File: src/verilog/mss_params.svh
`ifndef MSS_PARAMS_SVH
`define MSS_PARAMS_SVH

// core clock and the fast rundown time base
`define MSS_CORE_CLK_HZ     10000000
`define MSS_RUNDOWN_CLK_HZ  4000000

// charge period window in milliseconds, and in core clock cycles
`define MSS_CHARGE_MIN_MS   20
`define MSS_CHARGE_MAX_MS   200
`define MSS_CHARGE_MIN_CYC  (`MSS_CHARGE_MIN_MS * (`MSS_CORE_CLK_HZ / 1000))
`define MSS_CHARGE_MAX_CYC  (`MSS_CHARGE_MAX_MS * (`MSS_CORE_CLK_HZ / 1000))

// length of one fixed discharge pulse in core clock cycles
`define MSS_DISCHARGE_CYC   16

// vernier current is full current divided by this ratio
`define MSS_VERNIER_RATIO   128

// result counter width and test period counter width
`define MSS_CNT_W           24
`define MSS_PER_W           22

`endif

File: src/verilog/mss_pkg.sv
`include "mss_params.svh"

package mss_pkg;

  // gray order along idle, charge, fast rundown, vernier rundown
  typedef enum logic [1:0] {
    MSS_IDLE   = 2'h0,
    MSS_CHARGE = 2'h1,
    MSS_FAST   = 2'h3,
    MSS_SLOW   = 2'h2
  } mss_state_t;

  typedef enum logic [1:0] {
    MSS_PH_OFFSET = 2'h0,
    MSS_PH_INPH   = 2'h1,
    MSS_PH_QUAD   = 2'h2
  } mss_phase_t;

  typedef struct packed {
    logic [`MSS_CNT_W-1:0] pulses;
    logic [`MSS_CNT_W-1:0] fast;
    logic [`MSS_CNT_W-1:0] vernier;
  } mss_result_t;

endpackage

File: src/verilog/mss_counter.sv
module mss_counter #(
  parameter int unsigned W = 24
) (
  input  wire logic         clk,
  input  wire logic         rst,
  input  wire logic         clr,
  input  wire logic         en,
  output logic      [W-1:0] count
);

  // saturates rather than wraps so an overrange reads as full scale
  always_ff @(posedge clk or posedge rst) begin
    if (rst) begin
      count <= '0;
    end else if (clr) begin
      count <= '0;
    end else if (en && !(&count)) begin
      count <= count + W'(1);
    end
  end

endmodule

File: src/verilog/mss_sequencer.sv
`include "mss_params.svh"

module mss_sequencer
  import mss_pkg::*;
#(
  parameter int unsigned CHARGE_MIN_CYC           = `MSS_CHARGE_MIN_CYC,
  parameter int unsigned CHARGE_MAX_CYC           = `MSS_CHARGE_MAX_CYC,
  parameter int unsigned FIXED_DISCHARGE_INTERVAL = `MSS_DISCHARGE_CYC
) (
  input  wire logic                   CORE_CLK,
  input  wire logic                   RESET,
  input  wire logic                   START,
  input  wire logic                   RESULT_ACK,
  input  wire logic [`MSS_PER_W-1:0]  TEST_PERIOD_CYC,
  input  wire logic [1:0]             RESULT_SEL,
  input  wire logic                   UPPER_THRESHOLD_COMPARATOR,
  input  wire logic                   VERNIER_THRESHOLD_COMPARATOR,
  input  wire logic                   BASELINE_REACHED,
  output logic                        INTEGRATE,
  output logic                        DISCHARGE_CURRENT_SOURCE,
  output logic                        DISCHARGE_SLOW,
  output logic                        BUSY,
  output logic                        DONE,
  output logic                        RANGE_ERR,
  output mss_phase_t                  PHASE,
  output mss_result_t                 RESULT
);

  localparam int unsigned CW     = $clog2(CHARGE_MAX_CYC + 1);
  localparam int unsigned TW     = $clog2(FIXED_DISCHARGE_INTERVAL + 1);
  localparam int unsigned PW     = `MSS_PER_W;
  localparam logic [23:0] RD_STEP = 24'(`MSS_RUNDOWN_CLK_HZ);
  localparam logic [23:0] RD_MOD  = 24'(`MSS_CORE_CLK_HZ);

  mss_state_t          state;
  logic [CW-1:0]       charge_cnt;
  logic [PW-1:0]       period_cnt;
  logic [PW-1:0]       period_len;
  logic [TW-1:0]       td_cnt;
  logic [23:0]         rd_acc;
  logic                rd_tick;
  logic                start_ok;
  logic                pulse_go;
  logic                period_end;
  logic                charge_done;
  logic                conv_end;
  logic                conv_clr;
  logic [`MSS_CNT_W-1:0] cnt_pulse;
  logic [`MSS_CNT_W-1:0] cnt_fast;
  logic [`MSS_CNT_W-1:0] cnt_vern;
  mss_result_t         res [0:2];

  // longest period still fits one whole period inside the window
  assign start_ok    = START && (state == MSS_IDLE) && !DONE && (TEST_PERIOD_CYC != '0)
                       && (TEST_PERIOD_CYC <= PW'(CHARGE_MAX_CYC - CHARGE_MIN_CYC));
  assign period_end  = (period_cnt == period_len - PW'(1));
  assign charge_done = INTEGRATE && period_end
                       && ((charge_cnt + CW'(1)) >= CW'(CHARGE_MIN_CYC));
  assign pulse_go    = (state == MSS_CHARGE) && INTEGRATE && !DISCHARGE_CURRENT_SOURCE
                       && UPPER_THRESHOLD_COMPARATOR;
  assign conv_end    = ((state == MSS_SLOW) || (state == MSS_FAST)) && BASELINE_REACHED;
  assign conv_clr    = start_ok || (conv_end && (PHASE != MSS_PH_QUAD));

  // fractional accumulator gives a 4 MHz tick from the 10 MHz core clock
  always_ff @(posedge CORE_CLK or posedge RESET) begin
    if (RESET) begin
      rd_acc <= 24'h000000;
    end else if (state == MSS_CHARGE) begin
      rd_acc <= 24'h000000;
    end else if (rd_acc + RD_STEP >= RD_MOD) begin
      rd_acc <= rd_acc + RD_STEP - RD_MOD;
    end else begin
      rd_acc <= rd_acc + RD_STEP;
    end
  end
  assign rd_tick = (rd_acc + RD_STEP >= RD_MOD);

  always_ff @(posedge CORE_CLK or posedge RESET) begin
    if (RESET) begin
      RANGE_ERR <= 1'b0;
    end else if (START && (state == MSS_IDLE) && !DONE) begin
      RANGE_ERR <= !start_ok;
    end
  end

  // charge timing in whole test periods
  always_ff @(posedge CORE_CLK or posedge RESET) begin
    if (RESET) begin
      period_len <= '0;
      period_cnt <= '0;
      charge_cnt <= '0;
    end else if (conv_clr) begin
      if (start_ok) begin
        period_len <= TEST_PERIOD_CYC;
      end
      period_cnt <= '0;
      charge_cnt <= '0;
    end else if (INTEGRATE) begin
      period_cnt <= period_end ? '0 : period_cnt + PW'(1);
      charge_cnt <= charge_cnt + CW'(1);
    end
  end

  always_ff @(posedge CORE_CLK or posedge RESET) begin
    if (RESET) begin
      INTEGRATE <= 1'b0;
    end else if (conv_clr) begin
      INTEGRATE <= 1'b1;
    end else if (charge_done) begin
      INTEGRATE <= 1'b0;
    end
  end

  // discharge switch: fixed pulses during charge, held on through rundown
  always_ff @(posedge CORE_CLK or posedge RESET) begin
    if (RESET) begin
      DISCHARGE_CURRENT_SOURCE <= 1'b0;
      td_cnt                   <= '0;
    end else if (pulse_go) begin
      DISCHARGE_CURRENT_SOURCE <= 1'b1;
      td_cnt                   <= TW'(FIXED_DISCHARGE_INTERVAL - 1);
    end else if (state == MSS_CHARGE && DISCHARGE_CURRENT_SOURCE) begin
      if (td_cnt == '0) begin
        DISCHARGE_CURRENT_SOURCE <= 1'b0;
      end else begin
        td_cnt <= td_cnt - TW'(1);
      end
    end else if (state == MSS_CHARGE && !INTEGRATE) begin
      DISCHARGE_CURRENT_SOURCE <= 1'b1;
    end else if (conv_end) begin
      DISCHARGE_CURRENT_SOURCE <= 1'b0;
    end
  end

  always_ff @(posedge CORE_CLK or posedge RESET) begin
    if (RESET) begin
      DISCHARGE_SLOW <= 1'b0;
    end else if (conv_end) begin
      DISCHARGE_SLOW <= 1'b0;
    end else if (state == MSS_FAST && VERNIER_THRESHOLD_COMPARATOR) begin
      DISCHARGE_SLOW <= 1'b1;
    end
  end

  // rundown only starts once a pending pulse has run its full length
  always_ff @(posedge CORE_CLK or posedge RESET) begin
    if (RESET) begin
      state <= MSS_IDLE;
    end else begin
      unique case (state)
        MSS_IDLE: begin
          if (start_ok) begin
            state <= MSS_CHARGE;
          end
        end
        MSS_CHARGE: begin
          if (!INTEGRATE && !DISCHARGE_CURRENT_SOURCE) begin
            state <= MSS_FAST;
          end
        end
        MSS_FAST: begin
          if (conv_end) begin
            state <= (PHASE == MSS_PH_QUAD) ? MSS_IDLE : MSS_CHARGE;
          end else if (VERNIER_THRESHOLD_COMPARATOR) begin
            state <= MSS_SLOW;
          end
        end
        MSS_SLOW: begin
          if (conv_end) begin
            state <= (PHASE == MSS_PH_QUAD) ? MSS_IDLE : MSS_CHARGE;
          end
        end
      endcase
    end
  end

  always_ff @(posedge CORE_CLK or posedge RESET) begin
    if (RESET) begin
      PHASE <= MSS_PH_OFFSET;
    end else if (start_ok) begin
      PHASE <= MSS_PH_OFFSET;
    end else if (conv_end && PHASE != MSS_PH_QUAD) begin
      PHASE <= mss_phase_t'(PHASE + 2'h1);
    end
  end

  always_ff @(posedge CORE_CLK or posedge RESET) begin
    if (RESET) begin
      BUSY <= 1'b0;
    end else if (start_ok) begin
      BUSY <= 1'b1;
    end else if (conv_end && PHASE == MSS_PH_QUAD) begin
      BUSY <= 1'b0;
    end
  end

  // completion wins over an acknowledge in the same cycle
  always_ff @(posedge CORE_CLK or posedge RESET) begin
    if (RESET) begin
      DONE <= 1'b0;
    end else if (conv_end && PHASE == MSS_PH_QUAD) begin
      DONE <= 1'b1;
    end else if (RESULT_ACK) begin
      DONE <= 1'b0;
    end
  end

  mss_counter #(.W(`MSS_CNT_W)) u_cnt_pulse (.clk(CORE_CLK), .rst(RESET), .clr(conv_clr), .en(pulse_go),
    .count(cnt_pulse));
  mss_counter #(.W(`MSS_CNT_W)) u_cnt_fast (.clk(CORE_CLK), .rst(RESET), .clr(conv_clr),
    .en(state == MSS_FAST && rd_tick && !BASELINE_REACHED), .count(cnt_fast));
  mss_counter #(.W(`MSS_CNT_W)) u_cnt_vern (.clk(CORE_CLK), .rst(RESET), .clr(conv_clr),
    .en(state == MSS_SLOW && rd_tick && !BASELINE_REACHED), .count(cnt_vern));

  // one stored set per conversion cycle; restart is refused while DONE is up
  always_ff @(posedge CORE_CLK or posedge RESET) begin
    if (RESET) begin
      for (int i = 0; i < 3; i++) begin
        res[i] <= '0;
      end
    end else if (conv_end) begin
      res[PHASE] <= '{pulses: cnt_pulse, fast: cnt_fast, vernier: cnt_vern};
    end
  end

  always_ff @(posedge CORE_CLK or posedge RESET) begin
    if (RESET) begin
      RESULT <= '0;
    end else begin
      RESULT <= (RESULT_SEL == 2'h3) ? '0 : res[RESULT_SEL];
    end
  end

  // checks
  logic [TW:0] sw_len;
  always_ff @(posedge CORE_CLK or posedge RESET) begin
    if (RESET) begin
      sw_len <= '0;
    end else if (pulse_go) begin
      sw_len <= '0;
    end else if (DISCHARGE_CURRENT_SOURCE && state == MSS_CHARGE) begin
      sw_len <= sw_len + (TW + 1)'(1);
    end
  end

  chk_pulse_width: assert property (@(posedge CORE_CLK) disable iff (RESET)
    $fell(DISCHARGE_CURRENT_SOURCE) && $past(state) == MSS_CHARGE |-> sw_len == (TW + 1)'(FIXED_DISCHARGE_INTERVAL))
    else $error("discharge pulse length wrong");
  chk_pulse_counted: assert property (@(posedge CORE_CLK) disable iff (RESET)
    pulse_go && !(&cnt_pulse) |=> cnt_pulse == $past(cnt_pulse) + `MSS_CNT_W'(1))
    else $error("discharge pulse not counted");
  chk_upper_closes: assert property (@(posedge CORE_CLK) disable iff (RESET)
    pulse_go |=> DISCHARGE_CURRENT_SOURCE && state == MSS_CHARGE)
    else $error("switch not closed on upper threshold");
  chk_charge_window: assert property (@(posedge CORE_CLK) disable iff (RESET)
    $fell(INTEGRATE) |-> charge_cnt >= CW'(CHARGE_MIN_CYC) && charge_cnt <= CW'(CHARGE_MAX_CYC) && period_cnt == '0)
    else $error("charge period outside window");
  chk_no_cross: assert property (@(posedge CORE_CLK) disable iff (RESET)
    state == MSS_CHARGE && INTEGRATE && !DISCHARGE_CURRENT_SOURCE && !UPPER_THRESHOLD_COMPARATOR
    |=> !DISCHARGE_CURRENT_SOURCE && $stable(cnt_pulse))
    else $error("pulse without threshold crossing");
  chk_vernier_slow: assert property (@(posedge CORE_CLK) disable iff (RESET)
    state == MSS_FAST && VERNIER_THRESHOLD_COMPARATOR && !BASELINE_REACHED
    |=> DISCHARGE_SLOW && DISCHARGE_CURRENT_SOURCE && state == MSS_SLOW)
    else $error("vernier current not selected");
  chk_vern_separate: assert property (@(posedge CORE_CLK) disable iff (RESET)
    state == MSS_FAST && !conv_clr |=> $stable(cnt_vern))
    else $error("vernier counter moved in fast rundown");
  chk_baseline_stop: assert property (@(posedge CORE_CLK) disable iff (RESET)
    conv_end |=> !DISCHARGE_CURRENT_SOURCE && !DISCHARGE_SLOW ##1 !DISCHARGE_CURRENT_SOURCE)
    else $error("rundown did not stop at baseline");
  chk_offset_first: assert property (@(posedge CORE_CLK) disable iff (RESET)
    $rose(BUSY) |-> PHASE == MSS_PH_OFFSET && INTEGRATE)
    else $error("measurement did not begin with offset cycle");
  chk_done_hold: assert property (@(posedge CORE_CLK) disable iff (RESET)
    DONE |=> $stable(res[0]) && $stable(res[1]) && $stable(res[2]) && !BUSY)
    else $error("results moved while complete");

  cov_pulse: cover property (@(posedge CORE_CLK) disable iff (RESET) pulse_go);
  cov_vernier: cover property (@(posedge CORE_CLK) disable iff (RESET) $rose(DISCHARGE_SLOW));
  cov_done: cover property (@(posedge CORE_CLK) disable iff (RESET) $rose(DONE));
  cov_range_err: cover property (@(posedge CORE_CLK) disable iff (RESET) $rose(RANGE_ERR));

endmodule

File: config.mk
export PLATFORM = sky130hd
export DESIGN_NAME = mss_sequencer
export DESIGN_NICKNAME = d
export VERILOG_FILES = /design/src/verilog/mss_pkg.sv /design/src/verilog/mss_counter.sv /design/src/verilog/mss_sequencer.sv
export VERILOG_INCLUDE_DIRS = /design/src /design/src/verilog
export SDC_FILE = /design/constraint.sdc
export NUM_CORES = 1
export LEC_CHECK = 0
export BUFFER_PORTS_ARGS = -buffer_cell sky130_fd_sc_hd__buf_2
export CAP_MARGIN = 20
export CORE_MARGIN = 3
export CORE_UTILIZATION = 50
export CTS_BUF_LIST = sky130_fd_sc_hd__clkbuf_16
export CTS_CLUSTER_DIAMETER = 80
export DETAILED_ROUTE_END_ITERATION = 10
export PLACE_DENSITY = 0.65
export SYNTH_ARGS = -nofsm -noshare
export SYNTH_HDL_FRONTEND = slang
export SYNTH_SLANG_ARGS = --single-unit
File: constraint.sdc
create_clock -name CORE_CLK -period 15.48 [get_ports CORE_CLK]
set_clock_uncertainty 0.05 [all_clocks]
set_input_delay 0.774 -clock CORE_CLK [delete_from_list [all_inputs] [get_ports CORE_CLK]]
set_output_delay 0.774 -clock CORE_CLK [all_outputs]
set_load 0.02 [all_outputs]
==> results.txt, run 1 <==
Outcome - complete, no violations
Drt drc - 0
Peak VDD IR - 115.3 uV
Fmax - 253.5 MHz
Final WL - 46300 microns
Nets - 2030
Syn. warnings - 0
Post-Place Worst Slack - 11.57 ns
Overall global routing resource usage - 0.2109
CP dominant cell by count - nor2_1
Reg clk slew, reported paths - 0.06 ns
Pleak - 11.36 nW
Initial antenna violation count - 1
Die ar. - 0.04488 sq mm
Max incr delay on CP - 0.74 ns
Router iterations before antenna repair - 5
Mapped Cells - 1915
Slew Limit Fails - 0
Worst Hold Class - in -> async
Htree depth - 2
Seq/Total Area, Yosys - 0.5397
Synthesized area per cell - 11.06 sq um
Setup bufs post-CTS - 0
CP Cell Sequence - ha_1, a21oi_1, nor2_1, a221oi_1, nor2_1, a221o_1, nor2_1, and4_1, xnor2_1, nor2_1
Resize count post-CTS - 0
Via count - 14518
Number of flops mapped to enable cells by yosys - 0
CP required - 15.86 ns
Max cap viols - 0
Hold-fix buffers, CTS - 0
Setup ws final - 11.54 ns
# rows - 74
DP HPWL - 29040 microns
Final Setup Violations - 0
Congestion Overflow GR - 0
WL/cell - 18.14 microns
Worst Tran Pin Value - 0.9104 ns
Unique cell type count in the Yosys netlist - 74
Fin crit share - 0.2548
Top post-synthesis cells by area - dfrtp_1 (54%), mux2_2 (11%), mux2i_1 (3.7%)
CTS tree - built
Mapped Area - 0.02119 sq mm
Critical path's slowest cell - nor2_1
Die Wd - 211.9 microns
Cell Pwr Density - 117.1 mW/mm^2
Via count of the first global-routing pass - 14617
Minimum clock period - 3.944 ns
Syn Nets - 1961
Initial Util - 0.5119
FFs w/ async S/R, synth - 1.000
Root buffer cell - clkbuf_16
Yosys top cell by area - dfrtp_1
CP startpoint kind - flop
CP Capture Type - flop
CP Max Fanout - 12
Antenna Nets Post-Route - 0
TNS Setup - 0 ns
I/O pin cnt - 111
ANT cells - 0
Synth Flop Type - dfrtp_1
Hold Vio Cnt, Final - 0
RSZ-0062 raised after global routing - no
Port bufs - 110
Area Overhead vs Synth - 11.82%
First-pass GRT wire length - 77290 microns
CP Data Arrival Time - 4.32 ns
Number of buffers created by CTS - 48
Share of cells above drive strength 1 - 0.2139
Largest net degree at the start of global routing - 127
Core Region - 0.04139 sq mm
Critical path class - reg -> reg
Drt via density - 5.689
Worst slew margin - 0.3931
CTS Sinks - 457
Vert. Die Dim - 211.9 microns
Synth Register Bits - 457
Top-count cell post-synth - dfrtp_1
Iter 0 DRT Violations - 791
Yosys top cell area share - 0.5397
Gpl congestion - 0.8486
Top post-synthesis cells by count - dfrtp_1 (457), mux2_2 (209), nand2_1 (178)
CTS Buffer Depth - 3
Worst-skew pair later-pin latency - 0.58 ns
==> layout make-up <==
cell class,instances,area (sq um)
clock inverter,37,271.5
inverter,36,142.6
sequential,457,11440
tap,532,665.6
multi-input combinational,1312,9234
fill,3510,17700
clock buffer,49,1226
timing repair buffer,129,715.7
==> path summary, 6_finish.rpt <==
check / slack (ns) / to / depth (start not counted) / startpoint
setup / recovery: 11.54 / u_cnt_fast.count[4] / 10 / rd_acc[8]
setup reg to reg: 11.54 / u_cnt_fast.count[4] / 10 / rd_acc[8]
max in group asynchronous: 12.78 / res[139] / 4 / RESET
hold reg to reg: 0.42 / RESULT[3] / 2 / res[75]
min in group CORE_CLK: 0.32 / DONE / 2 / RESULT_ACK
hold / removal: 0.26 / RESULT[5] / 2 / RESET
==> sequential cells by signal, indices dropped and copies added, names as in the netlist <==
name,cells
BUSY,1
DISCHARGE_CURRENT_SOURCE,1
DISCHARGE_SLOW,1
DONE,1
INTEGRATE,1
PHASE,2
RANGE_ERR,1
RESULT,72
charge_cnt,21
period_cnt,22
period_len,22
rd_acc,17
res,216
state,2
td_cnt,5
u_cnt_fast.count,24
u_cnt_pulse.count,24
u_cnt_vern.count,24
==> cell families (layout without fill, tap and decap cells) <==
group / count (synthesis) / count (layout) / share of synthesized area
AOI/OAI and AO/OA: 278 / 278 / 0.08102
xor gates and xnor gates: 132 / 132 / 0.05456
DFF: 457 / 457 / 0.5397
adders and majority gates: 16 / 16 / 0.009330
buffers and inverters: 146 / 251 / 0.02699
muxes: 288 / 288 / 0.1484
and+or+nand+nor: 598 / 598 / 0.1400
==> metrics by stage <==
stage / hold slack, ns / instance area [sq um] / std cells / total power [mW] / util
after global placement: 0.4040 / 22170 / 2465 / 1.679 / 0.5356
after global routing: 0.3110 / 23690 / 2552 / 2.911 / 0.5724
final: 0.2640 / 23690 / 2552 / 2.774 / 0.5724
after detailed placement: 0.4136 / 22170 / 2465 / 1.692 / 0.5356
after CTS: 0.2807 / 23660 / 2551 / 2.807 / 0.5718
after floorplan: 0.3889 / 21190 / 1915 / 1.603 / -
==> where the power goes <==
part / switching, mW / internal, mW
combinational: 0.181 / 0.141
sequential: 0.0926 / 1.26
clock: 0.464 / 0.638
total: 0.738 / 2.04
==> layer usage <==
metal	up-vias	global-route usage	wire length, microns
li1	6875	-	-
met1	7332	0.2942	21480
met2	228	0.3463	22040
met3	81	0.03616	1795
met4	2	0.05381	982
met5	-	0	7
==> critical path: cells and delay by family (launching register included) <==
kind | cells | cell delay [ns]
and+or+nand+nor | 5 | 1.52
AOI/OAI and AO/OA | 3 | 1.34
DFF | 1 | 0.46
adders and majority gates | 1 | 0.29
xor gates and xnor gates | 1 | 0.13
==> cell usage in the layout (no fill, tap or decap), types with 8 or more instances in the layout <==
| master | count |
|---|---|
| a211oi_1 | 11 |
| a21oi_1 | 35 |
| a31o_1 | 8 |
| a31o_2 | 8 |
| a31oi_1 | 14 |
| and3_1 | 33 |
| and4_1 | 10 |
| buf_2 | 109 |
| buf_4 | 19 |
| clkbuf_16 | 49 |
| dfrtp_1 | 457 |
| ha_1 | 15 |
| inv_1 | 50 |
| mux2_2 | 209 |
| mux2i_1 | 79 |
| nand2_1 | 178 |
| nand2b_1 | 11 |
| nand3_1 | 56 |
| nand3b_1 | 11 |
| nand4_1 | 30 |
| nor2_1 | 146 |
| nor2b_1 | 8 |
| nor3_1 | 31 |
| nor4_1 | 14 |
| o211ai_1 | 10 |
| o21ai_0 | 130 |
| o31ai_1 | 8 |
| or3_1 | 27 |
| xnor2_1 | 66 |
| xor2_1 | 66 |
Note: power is estimated with default switching activity, not from simulation.
==> run 2: changes to the inputs <==
--- a/config.mk
+++ b/config.mk
@@ -13,7 +13,7 @@
 export CTS_BUF_LIST = sky130_fd_sc_hd__clkbuf_16
 export CTS_CLUSTER_DIAMETER = 80
 export DETAILED_ROUTE_END_ITERATION = 10
-export PLACE_DENSITY = 0.65
+export PLACE_DENSITY = 0.68
 export SYNTH_ARGS = -nofsm -noshare
 export SYNTH_HDL_FRONTEND = slang
 export SYNTH_SLANG_ARGS = --single-unit
==> constraint.sdc (replaced) <==
create_clock -name CORE_CLK -period 3.18 [get_ports CORE_CLK]
set_clock_uncertainty 0.05 [all_clocks]
set_input_delay 0.159 -clock CORE_CLK [delete_from_list [all_inputs] [get_ports CORE_CLK]]
set_output_delay 0.159 -clock CORE_CLK [all_outputs]
set_load 0.02 [all_outputs]
==> results.txt, run 2 (same netlist as run 1, synthesis figures left out) <==
Hold Vio Cnt, Final - 0 (unchanged)
Initial Util - 0.5119 (unchanged)
Commonest non-fill, non-tap cell in the layout - dfrtp_1
Psw - 3.663 mW (+400%)
Area Overhead vs Synth - 15.55%
Switching share of power - 0.2716 (+0.005509)
Drt via density - 5.648 (-0.73%)
CP Max Fanout - 8 (-4)
RSZ-0062 raised after global routing - yes
Congestion Overflow GR - 0 (unchanged)
Most frequent cells in the layout - dfrtp_1 (457), mux2_2 (209), nand2_1 (178)
Critical path class - reg -> reg
Fmax - 331.3 MHz (+31%)
Port bufs - 110 (unchanged)
I/O pin cnt - 111 (unchanged)
CTS Sinks - 457 (unchanged)
CP startpoint kind - flop
Fin crit share - 0.9491 (+0.6943)
Drt drc - 0 (unchanged)
DP HPWL - 29810 microns (+2.7%)
Slew Limit Fails - 0 (unchanged)
Vert. Die Dim - 211.9 microns (unchanged)
CTS Buffer Depth - 3 (unchanged)
Cell Int Power - 9.823 mW (+380%)
Peak VDD IR - 495.9 uV (+330%)
Top flop regs - res x216, RESULT x72
Cell Pwr Density - 550.8 mW/mm^2 (+370%)
ANT cells - 0 (unchanged)
Setup ws final - 0.1618 ns (-11.37 ns)
Final WL - 46260 microns (about the same)
Via count - 14836 (+2.2%)
Worst Hold Class - in -> reg
Core Region - 0.04139 sq mm (unchanged)
Reg clk slew, reported paths - 0.06 ns (about the same)
Final Setup Violations - 0 (unchanged)
Nets - 2105 (+3.7%)
Htree depth - 2 (unchanged)
First-pass GRT wire length - 77780 microns (+0.63%)
Pleak - 11.72 nW (+3.2%)
Outcome - complete, no violations
Overall global routing resource usage - 0.2115 (+0.0006111)
Share of cells above drive strength 1 - 0.2363 (+0.02242)
Post-Place Worst Slack - 0.1132 ns (-11.45 ns)
Clock power share - 0.386 (-0.011)
Number of buffers created by CTS - 47 (-2.1%)
CP required - 3.60 ns (-12.26 ns)
Max cap viols - 0 (unchanged)
Minimum clock period - 3.018 ns (-0.9260 ns)
TNS Setup - 0 ns (unchanged)
Reg2Reg Setup Slack - 0.16 ns (-11.37 ns)
Largest net degree at the start of global routing - 89 (-30%)
Worst-skew pair later-pin latency - 0.60 ns (+0.02 ns)
Initial antenna violation count - 0 (-1)
# rows - 74 (unchanged)
Gate power share - 0.129 (+0.013)
Die Wd - 211.9 microns (unchanged)
CP Capture Type - flop
Worst Tran Pin Value - 0.8644 ns (-0.04598 ns)
WL/cell - 17.61 microns (-3.0%)
Antenna Nets Post-Route - 0 (unchanged)
Router iterations before antenna repair - 5 (unchanged)
Largest register FFs - 216 (unchanged)
Seq pwr share - 0.485 (about the same)
Worst slew margin - 0.4237 (+0.03065)
Via count of the first global-routing pass - 15252 (+4.3%)
Hold Slack - 0.05240 ns (-0.2115 ns)
Largest reg by FF count - res
Iter 0 DRT Violations - 893 (+13%)
Root buffer cell - clkbuf_16
Fin util - 0.5916 (+0.01914)
CTS tree - built
CP Data Arrival Time - 3.44 ns (-0.88 ns)
Gpl congestion - 0.8525 (+0.46%)
Die ar. - 0.04488 sq mm (unchanged)
Design area - 0.02448 sq mm (+3.3%)
Post-DP Area - 0.02265 sq mm (+2.2%)
run 2: changes by cell type in the layout (fill, tap and decap cells not counted), sizes merged:
cell,previous run,this run
inv,54,42
bufinv,4,2
clkinvlp,1,3
buf,129,176
clkinv,14,26
dlygate4sd3,0,28
run 2: layer usage:
metal  vias to the layer above  wire length (microns)  GRT usage
met4                         0                   1249    0.07136
met3                        83                   1471    0.02905
met2                       226                  22350     0.3524
li1                       7048                      -          -
met5                         -                      0          0
met1                      7479                  21190     0.2880
run 2: path summary, 6_finish.rpt:
kind / cells past startpoint / endpoint / from
worst max-delay path: 10 / period_cnt[13] / period_len[16]
worst min-delay path: 5 / state[0] / TEST_PERIOD_CYC[21]
worst max register to register: 10 / period_cnt[13] / period_len[16]
worst min register to register: 1 / td_cnt[4] / td_cnt[4]
max in group asynchronous: 5 / charge_cnt[8] / RESET
min in group asynchronous: 3 / RESULT[9] / RESET
run 2: layout make-up:
| class | instances | area, sq um |
|---|---|---|
| timing repair buffer | 205 | 1491 |
| clock inverter | 37 | 260.3 |
| multi-input combinational | 1312 | 9290 |
| clock buffer | 48 | 1201 |
| sequential | 457 | 11440 |
| tap | 532 | 665.6 |
| inverter | 36 | 138.9 |
| fill | 3344 | 16900 |
run 2: stage by stage:
| step | power (mW) | cells |
|---|---|---|
| after floorplan | 7.805 | 1915 |
| after global placement | 8.255 | 2512 |
| after detailed placement | 8.324 | 2512 |
| after CTS | 13.63 | 2625 |
| after global routing | 14.12 | 2627 |
| final | 13.49 | 2627 |
run 2: critical path, cell delays in order (launching register included):
cell and delay [ns]:
dfrtp_1 0.47, or4_1 0.61, or3_1 0.36, nor4_2 0.22, xnor2_1 0.16, nand4_1 0.19, nor4_4 0.30, buf_4 0.18
buf_12 0.12, a211oi_1 0.04, a31o_2 0.22
run 2: power by group through the flow:
stage	Combinational (mW)	Sequential, mW	Clock, mW
after global placement	1.64	6.62	0
after global routing	1.96	6.59	5.58
final	1.75	6.54	5.20
after CTS	1.73	6.53	5.36
after detailed placement	1.69	6.63	0
after floorplan	1.29	6.52	0
run 2: what timing repair did:
item / CTS / global route
buffers inserted: 0 / 1
endpoints found under the hold margin: 67 / 0
setup endpoints to repair: 0 / 67
resized for setup: 0 / 12
hold buffers: 28 / 0
